[src/inc/msa_pkg.sv]
// Purpose: Shared constants and carriers for the shared bus arbiter
// Assumes: Six request lines, identifiers 1 to 6
// Notes: Byte addresses on the register port, one 32-bit word each
package msa_pkg;
    localparam int NUM_LINES = 6;
    localparam int ON_MODULE_LINES = 4;
    localparam logic [2:0] INIT_MASTER = 3'h0;
    localparam int ADDR_W = 9;
    localparam int DATA_W = 32;
    localparam int MSG_REGS = 8;
    localparam int TENURE_W = 16;
    localparam logic [TENURE_W-1:0] TENURE_RESET = 16'h00FF;
    localparam int TGT_HI = 8;
    localparam int TGT_LO = 6;
    localparam logic [2:0] TGT_BCAST = 3'h7;
    localparam int IDX_HI = 5;
    localparam int IDX_LO = 2;
    localparam logic [3:0] IDX_CTRL = 4'h0;
    localparam logic [3:0] IDX_TENURE = 4'h1;
    localparam logic [3:0] IDX_STATUS = 4'h2;
    localparam logic [3:0] IDX_VECTOR = 4'h3;
    localparam int IDX_MSG_BIT = 3;
    localparam int CTRL_TENURE_EN = 0;
    localparam int CTRL_CORE_FIRST = 1;
    localparam int ST_MASTER_LO = 0;
    localparam int ST_GRANT = 3;
    localparam int ST_HANDOVER = 4;
    localparam int ST_VEC_PEND = 5;
    localparam int ST_OWN_ID_LO = 8;
    localparam logic [1:0] CTRL_RESET = 2'h0;
    localparam logic [1:0] PH_ISSUE = 2'h1;

    typedef struct packed {
        logic read;
        logic write;
        logic [ADDR_W-1:0] address;
        logic [DATA_W-1:0] writedata;
    } msa_avm_req_t;

    typedef struct packed {
        logic core_req;
        logic dma_req;
        logic lock;
    } msa_local_req_t;

    typedef enum logic [1:0] {
        ARB_SETTLED = 2'b01,
        ARB_HANDOVER = 2'b10
    } msa_arb_state_t;
endpackage

[src/verilog/msa_arbiter_top.sv]
// Purpose: One processor's copy of the distributed shared bus arbiter
// Assumes: Every processor sees all request lines on the same clock
// Notes: Register port serves local software and remote direct access
// Functional notes
// - Unique id, drive own line, watch all
// - Six request lines, four on module, two exported
// - Select pin high rotating, low fixed
// - Rotating: id above master gets priority one
// - Handover only when master releases, other requests
// - Master keeps bus while its line asserted
// - Release with no requester keeps ownership, no loss
// - Highest priority requester wins next cycle
// - Each copy tracks transitions and new master
// - Handover costs exactly one bus cycle
// - Lock keeps bus through read-modify-write
// - Optional cap on continuous tenure cycles
// - Core-first line lets slave core preempt DMA
// - Broadcast write reaches every processor at once
// - Remote processors reach registers by plain access
// - Eight message registers for remote master
// - Vector register write raises interrupt, gives address
//
// The implementer's own choices: the register addresses and register access over Avalon-MM.
`timescale 1ns/10ps
`default_nettype none
module msa_arbiter_top #(
    parameter int LINES = msa_pkg::NUM_LINES,
    parameter int TENURE_BITS = msa_pkg::TENURE_W
) (
    input wire logic clk_in,
    input wire logic rst_in,
    input wire logic [2:0] own_id_in,
    input wire logic rotate_priority_select_in,
    input wire logic [LINES-1:0] bus_request_n_in,
    input wire logic core_first_access_n_in,
    input wire msa_pkg::msa_local_req_t local_req_in,
    input wire logic vector_irq_ack_in,
    input wire msa_pkg::msa_avm_req_t avm_req_in,
    output logic [LINES-1:0] bus_request_n_out,
    output logic [LINES-1:0] bus_request_oe_out,
    output logic core_first_access_n_out,
    output logic core_first_access_oe_out,
    output logic bus_grant_out,
    output logic [2:0] master_id_out,
    output logic handover_out,
    output logic vector_irq_out,
    output logic [msa_pkg::DATA_W-1:0] vector_irq_address_out,
    output logic [msa_pkg::DATA_W-1:0] avm_readdata_out,
    output logic avm_waitrequest_out
);
    import msa_pkg::*;

    localparam logic [2:0] LAST_IDX = 3'(LINES - 1);

    // Next identifier index around the ring of lines
    function automatic logic [2:0] ring_next(input logic [2:0] idx);
        ring_next = (idx == LAST_IDX) ? 3'h0 : 3'(idx + 3'h1);
    endfunction

    // First requester found walking the ring from start
    function automatic logic [2:0] pick_winner(
        input logic [LINES-1:0] req,
        input logic [2:0] start
    );
        logic [2:0] idx;
        logic found;
        idx = start;
        found = 1'b0;
        pick_winner = start;
        for (int i = 0; i < LINES; i++) begin
            if (!found && req[idx]) begin
                pick_winner = idx;
                found = 1'b1;
            end
            idx = ring_next(idx);
        end
    endfunction

    msa_arb_state_t state_ff, nxt_state;
    logic [2:0] master_ff, nxt_master;
    logic [TENURE_BITS-1:0] tenure_cnt_ff;
    logic [TENURE_BITS-1:0] tenure_limit_ff;
    logic [1:0] ctrl_ff;
    logic [1:0] phase_ff;
    logic [DATA_W-1:0] vec_addr_ff;
    logic vec_pend_ff;

    // Own id 1..6 is pin strapped; lines are indexed from zero
    wire logic [2:0] own_idx = 3'(own_id_in - 3'h1);
    wire logic [LINES-1:0] req_act = ~bus_request_n_in;
    wire logic [LINES-1:0] master_bit = LINES'(1) << master_ff;
    wire logic master_req = |(req_act & master_bit);
    wire logic [LINES-1:0] others_req = req_act & ~master_bit;
    wire logic settled = (state_ff == ARB_SETTLED);
    // Master holding its line blocks any change; lone release changes nothing
    wire logic transition =
        settled && !master_req && |others_req;
    wire logic [2:0] prio_start =
        rotate_priority_select_in ? ring_next(master_ff) : 3'h0;
    wire logic [2:0] winner = pick_winner(others_req, prio_start);
    wire logic we_master = settled && (master_ff == own_idx);

    always_comb begin
        nxt_state = state_ff;
        nxt_master = master_ff;
        unique case (state_ff)
            ARB_SETTLED: begin
                if (transition) begin
                    nxt_master = winner;
                    nxt_state = ARB_HANDOVER;
                end
            end
            ARB_HANDOVER: begin
                nxt_state = ARB_SETTLED;
            end
            default: begin
                nxt_state = ARB_SETTLED;
            end
        endcase
    end

    always_ff @(posedge clk_in) begin
        if (rst_in) begin
            state_ff <= ARB_SETTLED;
            master_ff <= INIT_MASTER;
        end else begin
            state_ff <= nxt_state;
            master_ff <= nxt_master;
        end
    end

    // Own request: wanted, unless the master must step aside
    wire logic others_for_us = |(req_act & ~(LINES'(1) << own_idx));
    wire logic want_bus = local_req_in.core_req || local_req_in.dma_req;
    wire logic tenure_over = ctrl_ff[CTRL_TENURE_EN] &&
        (tenure_cnt_ff >= tenure_limit_ff);
    wire logic core_preempt = ctrl_ff[CTRL_CORE_FIRST] &&
        !core_first_access_n_in && !local_req_in.core_req;
    // Lock wins over both yields so a semaphore update is not split
    wire logic must_yield = we_master && others_for_us &&
        !local_req_in.lock && (tenure_over || core_preempt);
    wire logic nxt_own_req = (want_bus || (we_master && local_req_in.lock))
        && !must_yield;
    wire logic nxt_core_first = ctrl_ff[CTRL_CORE_FIRST] && !we_master &&
        local_req_in.core_req && state_ff == ARB_SETTLED;

    always_ff @(posedge clk_in) begin
        if (rst_in) begin
            tenure_cnt_ff <= '0;
        end else if (!we_master || !others_for_us) begin
            tenure_cnt_ff <= '0;
        end else if (!tenure_over) begin
            tenure_cnt_ff <= tenure_cnt_ff + 1'b1;
        end
    end

    always_ff @(posedge clk_in) begin
        if (rst_in) begin
            bus_request_n_out <= '1;
            bus_request_oe_out <= '0;
            core_first_access_n_out <= 1'b1;
            core_first_access_oe_out <= 1'b0;
            bus_grant_out <= 1'b0;
            master_id_out <= 3'h1;
            handover_out <= 1'b0;
        end else begin
            // Only our own line is ever driven
            bus_request_n_out <= ~(LINES'(nxt_own_req) << own_idx);
            bus_request_oe_out <= LINES'(1) << own_idx;
            core_first_access_n_out <= !nxt_core_first;
            core_first_access_oe_out <= nxt_core_first;
            bus_grant_out <= (nxt_state == ARB_SETTLED) &&
                (nxt_master == own_idx);
            master_id_out <= 3'(nxt_master + 3'h1);
            handover_out <= (nxt_state == ARB_HANDOVER);
        end
    end

    // Register port: target id field selects us, another processor or all
    wire logic [2:0] tgt = avm_req_in.address[TGT_HI:TGT_LO];
    wire logic [3:0] ridx = avm_req_in.address[IDX_HI:IDX_LO];
    wire logic is_bcast = (tgt == TGT_BCAST);
    wire logic for_us = (tgt == own_id_in) || is_bcast;
    wire logic any_req = avm_req_in.read || avm_req_in.write;
    wire logic commit = any_req && !avm_waitrequest_out;
    wire logic wr_ok = commit && avm_req_in.write && for_us;
    wire logic is_msg = ridx[IDX_MSG_BIT];
    wire logic msg_wr = wr_ok && is_msg;
    wire logic vec_wr = wr_ok && ridx == IDX_VECTOR;
    logic [DATA_W-1:0] msg_rdata;
    logic [DATA_W-1:0] reg_rdata;

    msa_msg_ram #(
        .WIDTH(DATA_W),
        .DEPTH(MSG_REGS),
        .AW(3)
    ) u_msg (
        .clk_in(clk_in),
        .rst_in(rst_in),
        .wr_en_in(msg_wr),
        .wr_addr_in(ridx[2:0]),
        .wr_data_in(avm_req_in.writedata),
        .rd_addr_in(ridx[2:0]),
        .rd_data_out(msg_rdata)
    );

    wire logic [DATA_W-1:0] status_word = DATA_W'({
        own_id_in, 2'h0, vec_pend_ff, !settled, we_master,
        3'(master_ff + 3'h1)});

    always_comb begin
        reg_rdata = '0;
        if (tgt == own_id_in) begin
            if (is_msg) begin
                reg_rdata = msg_rdata;
            end else if (ridx == IDX_CTRL) begin
                reg_rdata = DATA_W'(ctrl_ff);
            end else if (ridx == IDX_TENURE) begin
                reg_rdata = DATA_W'(tenure_limit_ff);
            end else if (ridx == IDX_STATUS) begin
                reg_rdata = status_word;
            end else if (ridx == IDX_VECTOR) begin
                reg_rdata = vec_addr_ff;
            end
        end
    end

    // Two cycles of wait let the message store answer from a register
    always_ff @(posedge clk_in) begin
        if (rst_in) begin
            phase_ff <= 2'h0;
            avm_waitrequest_out <= 1'b1;
            avm_readdata_out <= '0;
        end else begin
            phase_ff <= (any_req && avm_waitrequest_out) ?
                2'(phase_ff + 2'h1) : 2'h0;
            avm_waitrequest_out <=
                !(any_req && avm_waitrequest_out && phase_ff == PH_ISSUE);
            if (any_req && phase_ff == PH_ISSUE) begin
                avm_readdata_out <= reg_rdata;
            end
        end
    end

    always_ff @(posedge clk_in) begin
        if (rst_in) begin
            ctrl_ff <= CTRL_RESET;
            tenure_limit_ff <= TENURE_BITS'(TENURE_RESET);
            vec_addr_ff <= '0;
            vec_pend_ff <= 1'b0;
            vector_irq_out <= 1'b0;
            vector_irq_address_out <= '0;
        end else begin
            if (wr_ok && ridx == IDX_CTRL) begin
                ctrl_ff <= avm_req_in.writedata[1:0];
            end
            if (wr_ok && ridx == IDX_TENURE) begin
                tenure_limit_ff <= avm_req_in.writedata[TENURE_BITS-1:0];
            end
            if (vec_wr) begin
                vec_addr_ff <= avm_req_in.writedata;
            end
            // A new vector arriving with the acknowledge stays pending
            if (vec_wr) begin
                vec_pend_ff <= 1'b1;
            end else if (vector_irq_ack_in) begin
                vec_pend_ff <= 1'b0;
            end
            vector_irq_out <= vec_wr || (vec_pend_ff && !vector_irq_ack_in);
            if (vec_wr) begin
                vector_irq_address_out <= avm_req_in.writedata;
            end
        end
    end
endmodule
`default_nettype wire

[src/verilog/msa_msg_ram.sv]
// Purpose: Message register storage with registered read data
// Assumes: One write port, one read port, same clock
// Notes: Read data appear one cycle after the address
`timescale 1ns/10ps
`default_nettype none
module msa_msg_ram #(
    parameter int WIDTH = 32,
    parameter int DEPTH = 8,
    parameter int AW = 3
) (
    input wire logic clk_in,
    input wire logic rst_in,
    input wire logic wr_en_in,
    input wire logic [AW-1:0] wr_addr_in,
    input wire logic [WIDTH-1:0] wr_data_in,
    input wire logic [AW-1:0] rd_addr_in,
    output logic [WIDTH-1:0] rd_data_out
);
    logic [WIDTH-1:0] mem_ff [DEPTH];

    always_ff @(posedge clk_in) begin
        if (rst_in) begin
            for (int i = 0; i < DEPTH; i++) begin
                mem_ff[i] <= '0;
            end
            rd_data_out <= '0;
        end else begin
            if (wr_en_in) begin
                mem_ff[wr_addr_in] <= wr_data_in;
            end
            rd_data_out <= mem_ff[rd_addr_in];
        end
    end
endmodule
`default_nettype wire
[config.mk]
export PLATFORM = sky130hd
export DESIGN_NAME = msa_arbiter_top
export DESIGN_NICKNAME = d
export VERILOG_FILES = /design/src/inc/msa_pkg.sv /design/src/verilog/msa_arbiter_top.sv /design/src/verilog/msa_msg_ram.sv
export SDC_FILE = /design/constraint.sdc
export NUM_CORES = 1
export LEC_CHECK = 0
export BUFFER_PORTS_ARGS = -buffer_cell sky130_fd_sc_hd__buf_2
export CAP_MARGIN = 20
export CORE_MARGIN = 2
export CORE_UTILIZATION = 45
export CTS_CLUSTER_DIAMETER = 50
export DETAILED_ROUTE_END_ITERATION = 7
export GPL_TIMING_DRIVEN = 0
export PLACE_DENSITY_LB_ADDON = 0.08
export SLEW_MARGIN = 0
export SYNTH_ARGS = -nofsm -noshare
export SYNTH_HDL_FRONTEND = slang
export SYNTH_SLANG_ARGS = --single-unit
[constraint.sdc]
create_clock -name clk_in -period 3.5 [get_ports clk_in]
set_input_delay 0 -clock clk_in [delete_from_list [all_inputs] [get_ports clk_in]]
set_output_delay 0 -clock clk_in [all_outputs]
set_load 0.005 [all_outputs]
Yosys cells after proc, flatten, opt, wreduce, memory -nomap -nowiden
Memories as Yosys holds them, arrays and structs flattened. A register that Yosys moved wholly into a read port is not among the register bits.
Cells that the tools add are included.
{ "totals": {"ff_bits": 127, "ram_bits": 256, "in_bits": 60, "output_inout_bits": 85, "elab_cells": 176, "mem_count": 1} }
{ "memory_table": {"columns": ["memory", "depth", "word_bits", "rd", "rd_clocked_by_memory_dff", "write_ports", "line_no", "text"], "rows": [
  ["u_msg.mem_ff", 8, 32, 1, 1, 8, "msa_msg_ram.sv:19", "logic [WIDTH-1:0] mem_ff [DEPTH];"]
]} }
{ "op_classes": {"n_addsub": 10, "order_cmp": 7, "n_eq_ne": 17, "n_shift": 3, "muxes": 49, "bitwise": 8, "n_reduce_logical": 63} }
{ "op_table": {"columns": ["cell", "count"], "rows": [
  ["two-way mux 32 bit", 7],
  ["two-way mux 3 bit", 15],
  ["OR reduction 32 bit", 1],
  ["logical AND 1 bit", 31],
  ["less-than comparator 3 x 4 -> 1 bit, second input constant", 6],
  ["NOT 6 bit", 4],
  ["adder 3 x 1 -> 3 bit, second input constant", 7],
  ["equality test 3 bit, second input constant", 7],
  ["two-way mux 1 bit", 19],
  ["bitwise AND 6 bit", 3],
  ["binary-select mux 1 bit (select 3 bit)", 6],
  ["OR reduction 6 bit", 3],
  ["logical NOT 1 bit", 17],
  ["adder 16 x 1 -> 16 bit, second input constant", 1],
  ["greater-or-equal comparator 16 bit", 1],
  ["<< shifter 1 x 3 -> 6 bit, first input constant", 2],
  ["equality test 3 bit", 3],
  ["equality test 4 x 2 -> 1 bit, second input constant", 2],
  ["logical OR 1 bit", 7],
  ["equality test 2 x 1 -> 1 bit, second input constant", 3],
  ["<< shifter 1 x 3 -> 6 bit", 1],
  ["equality test 4 x 1 -> 1 bit, second input constant", 1],
  ["logical NOT 4 bit", 1],
  ["two-way mux 2 bit", 2],
  ["6 further kinds", 7]
]} }

Depth between registers and ports, before layout
{ "depth": {"ltp_word": 25, "ltp_mapped": 16, "ltp_nobuf": 14} }

Cells and area by module
A second synthesis with hierarchy kept.
{ "hier_totals": {"cells_unflattened": 1573, "area_unflattened_um2": 18818.0} }
{ "by_module_without_submodules": {"columns": ["mod", "instances", "cells_per_inst", "area_each_um2", "seq_area_each_um2"], "rows": [
  ["msa_msg_ram", 1, 739, 12194.2, 8328.0],
  ["msa_arbiter_top", 1, 834, 6623.9, 2542.4]
]} }

Least setup slack after synthesis
OpenSTA, ideal clock, no wires.
{ "synth_timing": {"path_type": "flip-flop to flip-flop", "startpoint": "reg master_ff[0]", "endpoint": "reg master_id_out[2]", "setup_ps": 121, "arrival_ps": 3344, "required_time_ps": 3379, "slack_ps": 35, "stages_incl_launch_ff": 16, "n_path_buf": 2, "synth_period_minus_slack_ps": 3465, "path_cell_list": "dfxtp_1 -> buf_2 -> inv_1 -> ha_1 -> buf_6 -> nor2b_1 -> o21a_1 -> o21a_1 -> or4_4 -> a211oi_4 -> a22oi_1 -> o221ai_1 -> nand2_1 -> ha_1 -> nor2b_1 -> mux2_4"} }
{ "synth_via": {"elab_chain_len": 24, "elab_cells_between_ends": 63, "classes_between": "7 x add/sub; 6 x eq/ne; 1 x shift; 31 x mux; 3 x bitwise; 15 x reduce/logical"} }
{ "synth_lines": {"columns": ["element", "line_no", "text"], "rows": [
  ["start, declared", "msa_arbiter_top.sv:80", "logic [2:0] master_ff, nxt_master;"],
  ["start signal, assigned", "msa_arbiter_top.sv:128", "master_ff <= nxt_master;"],
  ["branches (longest 21 deep; another with adder 3 x 1 -> 3 bit)", null, null],
  ["two-way mux 3 bit *", "msa_arbiter_top.sv:108", "if (transition) begin"],
  ["two-way mux 3 bit *", "msa_arbiter_top.sv:106", "unique case (state_ff)"],
  ["via nxt_master[1]", "msa_arbiter_top.sv:80", null],
  ["adder 3 x 1 -> 3 bit *", "msa_arbiter_top.sv:174", "master_id_out <= 3'(nxt_master + 3'h1);"],
  ["end signal, assigned", "msa_arbiter_top.sv:174", null],
  ["end, declared", "msa_arbiter_top.sv:44", "output logic [2:0] master_id_out,"]
]} }
Mark *: on every way through the listed nets, which the timed path passes. The select of a mux whose other input is x is not followed.
A chain may end at the register's enable or synchronous reset.

Final worst setup path
Same ends and word-level chain as after synthesis.

==> impl_metrics.xml <==
<?xml version="1.0" encoding="UTF-8"?>
<metrics>
  <group name="status">
    <metric name="outcome" unit="">complete, but fails checks</metric>
    <metric name="violations" unit="">setup timing</metric>
  </group>
  <group name="placed_design">
    <metric name="dpl.hpwl" unit="mm">36.88</metric>
    <metric name="io_buffer_count" unit="">139</metric>
    <metric name="numPlacedInstances" unit="">2238</metric>
    <metric name="routabilityCongestion" unit="">0.8828</metric>
    <metric name="placed_area" unit="sq mm">0.02001</metric>
  </group>
  <group name="worst_setup_path">
    <metric name="startpoint_of_the_most_critical_setup_path" unit="">master_ff[0]</metric>
    <metric name="length_in_cells_of_the_worst_reg_to_reg_path" unit="">15</metric>
    <metric name="timing.critical_path.slowest_stage_cell" unit="">or4_4</metric>
    <metric name="critical_path.endpoint_type" unit="">flip-flop</metric>
    <metric name="endpoint" unit="">master_id_out[2]</metric>
    <metric name="cp.required" unit="ns">3.97</metric>
    <metric name="ff2ff_setup_slack" unit="ns">-0.01</metric>
    <metric name="path_class" unit="">flip-flop to flip-flop</metric>
    <metric name="worst_r2r_startpoint" unit="">master_ff[0]</metric>
    <metric name="maximum_fanout_along_the_worst_path" unit="">10</metric>
    <metric name="worst_r2r_endpoint" unit="">master_id_out[2]</metric>
    <metric name="cp-start-kind" unit="">flip-flop</metric>
    <metric name="cp_data_arrival_time" unit="ns">3.98</metric>
    <metric name="timing.critical_path.slowest_cell_delay" unit="ns">0.58</metric>
    <metric name="critical_path.cell_chain" unit="">buf_8 -&gt; inv_1 -&gt; ha_2 -&gt; buf_6 -&gt; o21a_1 -&gt; o211a_4 -&gt; mux2i_1 -&gt; or4_4 -&gt; a211oi_4 -&gt; nand3b_1 -&gt; o221ai_2 -&gt; nand2_1 -&gt; ha_1 -&gt; nor2b_1 -&gt; mux2_4</metric>
  </group>
  <group name="clock_network">
    <metric name="clock_sink_count" unit="">415</metric>
    <metric name="clk-insertion-delay-late" unit="ns">0.60</metric>
    <metric name="clkTransAtPathRegs" unit="ns">0.06</metric>
    <metric name="cts_max_path_buffers" unit="">3</metric>
    <metric name="clock_tree_from_tritoncts" unit="">yes</metric>
    <metric name="clock_tree.htree_level_count" unit="">2</metric>
    <metric name="clock_tree.root_cell" unit="">clkbuf_16</metric>
    <metric name="cts_inserted_buffers" unit="">50</metric>
  </group>
  <group name="routing">
    <metric name="vias_per_cell" unit="">5.567</metric>
    <metric name="first_iter_violations" unit="">1395</metric>
    <metric name="route.final.wire_length" unit="mm">54.90</metric>
    <metric name="wl_per_cell" unit="um">22.94</metric>
    <metric name="drt_pass1_iterations" unit="">6</metric>
    <metric name="vias" unit="">13320</metric>
    <metric name="ant_nets_after_route" unit="">0</metric>
    <metric name="detail_route.drc_violations" unit="">0</metric>
  </group>
  <group name="global_routing">
    <metric name="grt_overflow" unit="">0</metric>
    <metric name="grt_max_degree" unit="">33</metric>
    <metric name="grt_pass1_vias" unit="">13130</metric>
    <metric name="grt_antenna_before_repair" unit="">2</metric>
    <metric name="first_pass_grt_wire_length" unit="mm">82.05</metric>
    <metric name="grt_util_all_layers" unit="%">25.40</metric>
  </group>
  <group name="logic_synthesis">
    <metric name="synth_fp_nets" unit="">1655</metric>
    <metric name="synth-seq-area-share" unit="%">58.33</metric>
    <metric name="cell_count_after_synthesis" unit="">1566</metric>
    <metric name="fraction_of_registers_with_async_set_or_reset_after_synthesis" unit="%">0</metric>
    <metric name="yosysTopAreaCell" unit="">edfxtp_1</metric>
    <metric name="synth.cell_area" unit="sq mm">0.01864</metric>
    <metric name="synthDominantCellAreaShare" unit="%">41.25</metric>
    <metric name="netlist_cell_types" unit="">69</metric>
    <metric name="synth.avg_cell_area" unit="sq um">11.90</metric>
    <metric name="number_of_synthesized_flops_with_an_enable_pin" unit="">256</metric>
    <metric name="total_of_warnings_raised_by_yosys" unit="">0</metric>
    <metric name="ys_top_cells_by_area" unit="">edfxtp_1 (41%), dfxtp_1 (17%), and2_1 (8.9%)</metric>
    <metric name="ys.flop_type" unit="">edfxtp_1</metric>
    <metric name="synth_seq_cells" unit="">415</metric>
  </group>
  <group name="finish">
    <metric name="growth_of_design_area_from_synthesis_to_finish" unit="%">20.26</metric>
    <metric name="fin_area" unit="sq mm">0.02241</metric>
    <metric name="finalNonFillerCells" unit="">2393</metric>
    <metric name="fin_nets" unit="">1908</metric>
    <metric name="most_frequent_standard_cell_in_the_layout_excluding_fill_and_tap_cells" unit="">and2_1</metric>
    <metric name="drive_gt1_share" unit="%">18.45</metric>
    <metric name="layout.cells.most_common_list" unit="">and2_1 (265), edfxtp_1 (256), dfxtp_1 (156), buf_2 (140), nor2_1 (136)</metric>
  </group>
  <group name="power_and_ir_drop">
    <metric name="power.density_cell_area" unit="mW/mm^2">559.7</metric>
    <metric name="vdd.ir_drop.worst" unit="V">0.0003729</metric>
    <metric name="total_power" unit="mW">12.54</metric>
    <metric name="leakage" unit="nW">8.607</metric>
  </group>
  <group name="sta">
    <metric name="timing.final.crit_period" unit="ns">3.515</metric>
    <metric name="timing.slew.headroom" unit="%">27.17</metric>
    <metric name="unrepaired_setup_endpoints_after_global_routing" unit="">yes</metric>
    <metric name="timing.final.setup_violations" unit="">1</metric>
    <metric name="finalClockSkew" unit="ns">0.02168</metric>
    <metric name="fin_crit_sh" unit="%">100.4</metric>
    <metric name="worst_pin_slew" unit="ns">1.092</metric>
    <metric name="finalWorstSetupSlack" unit="ns">-0.01463</metric>
    <metric name="fmax" unit="MHz">284.5</metric>
    <metric name="final_hold_viol_count" unit="">0</metric>
    <metric name="final_max_slew_viol_count" unit="">0</metric>
  </group>
  <group name="floorplan">
    <metric name="die_area" unit="sq mm">0.04306</metric>
    <metric name="ioPinCount" unit="">145</metric>
    <metric name="placementRows" unit="">74</metric>
    <metric name="core_area" unit="sq mm">0.04083</metric>
    <metric name="die_w" unit="um">207.5</metric>
    <metric name="initial_core_util" unit="%">45.64</metric>
    <metric name="die_h" unit="um">207.5</metric>
  </group>
  <group name="job">
    <metric name="maxCapViolations" unit="">0</metric>
  </group>
  <group name="hold_path">
    <metric name="hold_path_depth" unit="">4</metric>
    <metric name="min_path_type" unit="">input pin to flip-flop</metric>
  </group>
</metrics>
==> logic make-up (layout without fill, tap and decap cells) <==
logic type	after synthesis	in the layout	share of synthesized area, %
and+or+nand+nor	637	637	17.87
DFF	415	415	58.33
AOI/OAI and AO/OA	221	221	7.762
buffers and inverters	130	423	2.699
muxes	111	111	10.31
adders and majority gates	29	29	1.947
xor gates and xnor gates	23	23	1.081
other	0	2	0
==> through the flow <==
| stage | setup slack [ns] | TNS, ns | hold slack, ns | utilization, % |
|---|---|---|---|---|
| final | -0.01463 | -0.01463 | 0.01393 | 54.89 |
| after global routing | -0.1582 | -0.1582 | 0.04554 | 54.88 |
| after CTS | -0.03008 | -0.03008 | 0.05202 | 54.51 |
| after detailed placement | -0.7087 | -86.64 | 0.2597 | 49.01 |
| after global placement | -0.7497 | -53.47 | 0.2549 | 48.97 |
| after floorplan | 0.03509 | 0 | 0.1116 | - |
==> area by class of cell <==
class | count | area, sq um
repair buffers | 201 | 1351
inverters | 29 | 108.9
diodes | 2 | 5.005
flip-flops and latches | 415 | 10880
plain buffers | 101 | 410.4
clock buffers | 72 | 1446
multi-input cells | 1021 | 7351
clock inverters | 20 | 196.4
well taps | 532 | 665.6
fillers | 3539 | 18420
==> critical path, delay by kind of cell, from the launching register on <==
kind            cells  cell delay (ns)
compound gates      4             0.98
fa+ha+maj           2             0.40
buf+inv             3             0.31
flops               1             0.37
mux                 2             0.37
simple gates        4             0.97
==> routing by layer <==
layer	vias to the layer above	wire length [um]	track usage, %
li1	6143	-	-
met3	106	3426	4.463
met1	6599	24070	34.93
met5	-	13	0
met2	471	25740	40.76
met4	2	1650	8.793
==> synth_stat cells (all sizes together), types with 5 or more instances <==
| master | number |
|---|---|
| a211o | 10 |
| a21o | 8 |
| a21oi | 86 |
| a222oi | 7 |
| a22oi | 33 |
| and2 | 265 |
| and3 | 5 |
| buf | 16 |
| clkbuf | 85 |
| dfxtp | 159 |
| edfxtp | 256 |
| ha | 29 |
| inv | 29 |
| mux2i | 43 |
| mux4 | 64 |
| nand2 | 120 |
| nand2b | 10 |
| nand3 | 10 |
| nand3b | 5 |
| nand4 | 8 |
| nor2 | 137 |
| nor2b | 12 |
| nor3 | 32 |
| nor4 | 5 |
| o211ai | 8 |
| o21a | 7 |
| o21ai | 29 |
| or2 | 10 |
| or3 | 5 |
| xnor2 | 14 |
| xor2 | 9 |
==> where the power goes <==
part	switching, mW	internal, mW
sequential	0.0736	5.36
combinational	1.16	0.811
clock	2.09	3.04
total	3.33	9.21
==> timing repair <==
| action | in CTS | in global routing |
|---|---|---|
| hold buffers | 46 | 0 |
| endpoints found under the hold margin | 304 | 0 |
| buffers inserted | 7 | 3 |
| pin swaps | 9 | 5 |
| endpoints found under the setup margin | 38 | 40 |
| gates resized for setup | 24 | 5 |
==> registers in the layout (all words and copies together), names as in the netlist, 6 cells and up <==
register	flops
bus_request_n_out	6
u_msg.mem_ff	256
u_msg.rd_data_out	32
bus_request_oe_out	6
tenure_cnt_ff	16
avm_readdata_out	32
vec_addr_ff	32
tenure_limit_ff	16
==> how the worst min path moves through the flow <==
stage               slack (ns)                   end       startpoint
finish                    0.01  bus_request_n_out[3]  local_req_in[1]
global route              0.05  bus_request_n_out[3]  local_req_in[1]
CTS                       0.05        vec_addr_ff[0]   avm_req_in[41]
detailed placement        0.26    tenure_limit_ff[1]    avm_req_in[1]
global placement          0.25            ctrl_ff[0]    avm_req_in[0]
floorplan                 0.11   avm_waitrequest_out           rst_in
(Power assumes the default switching activity.)
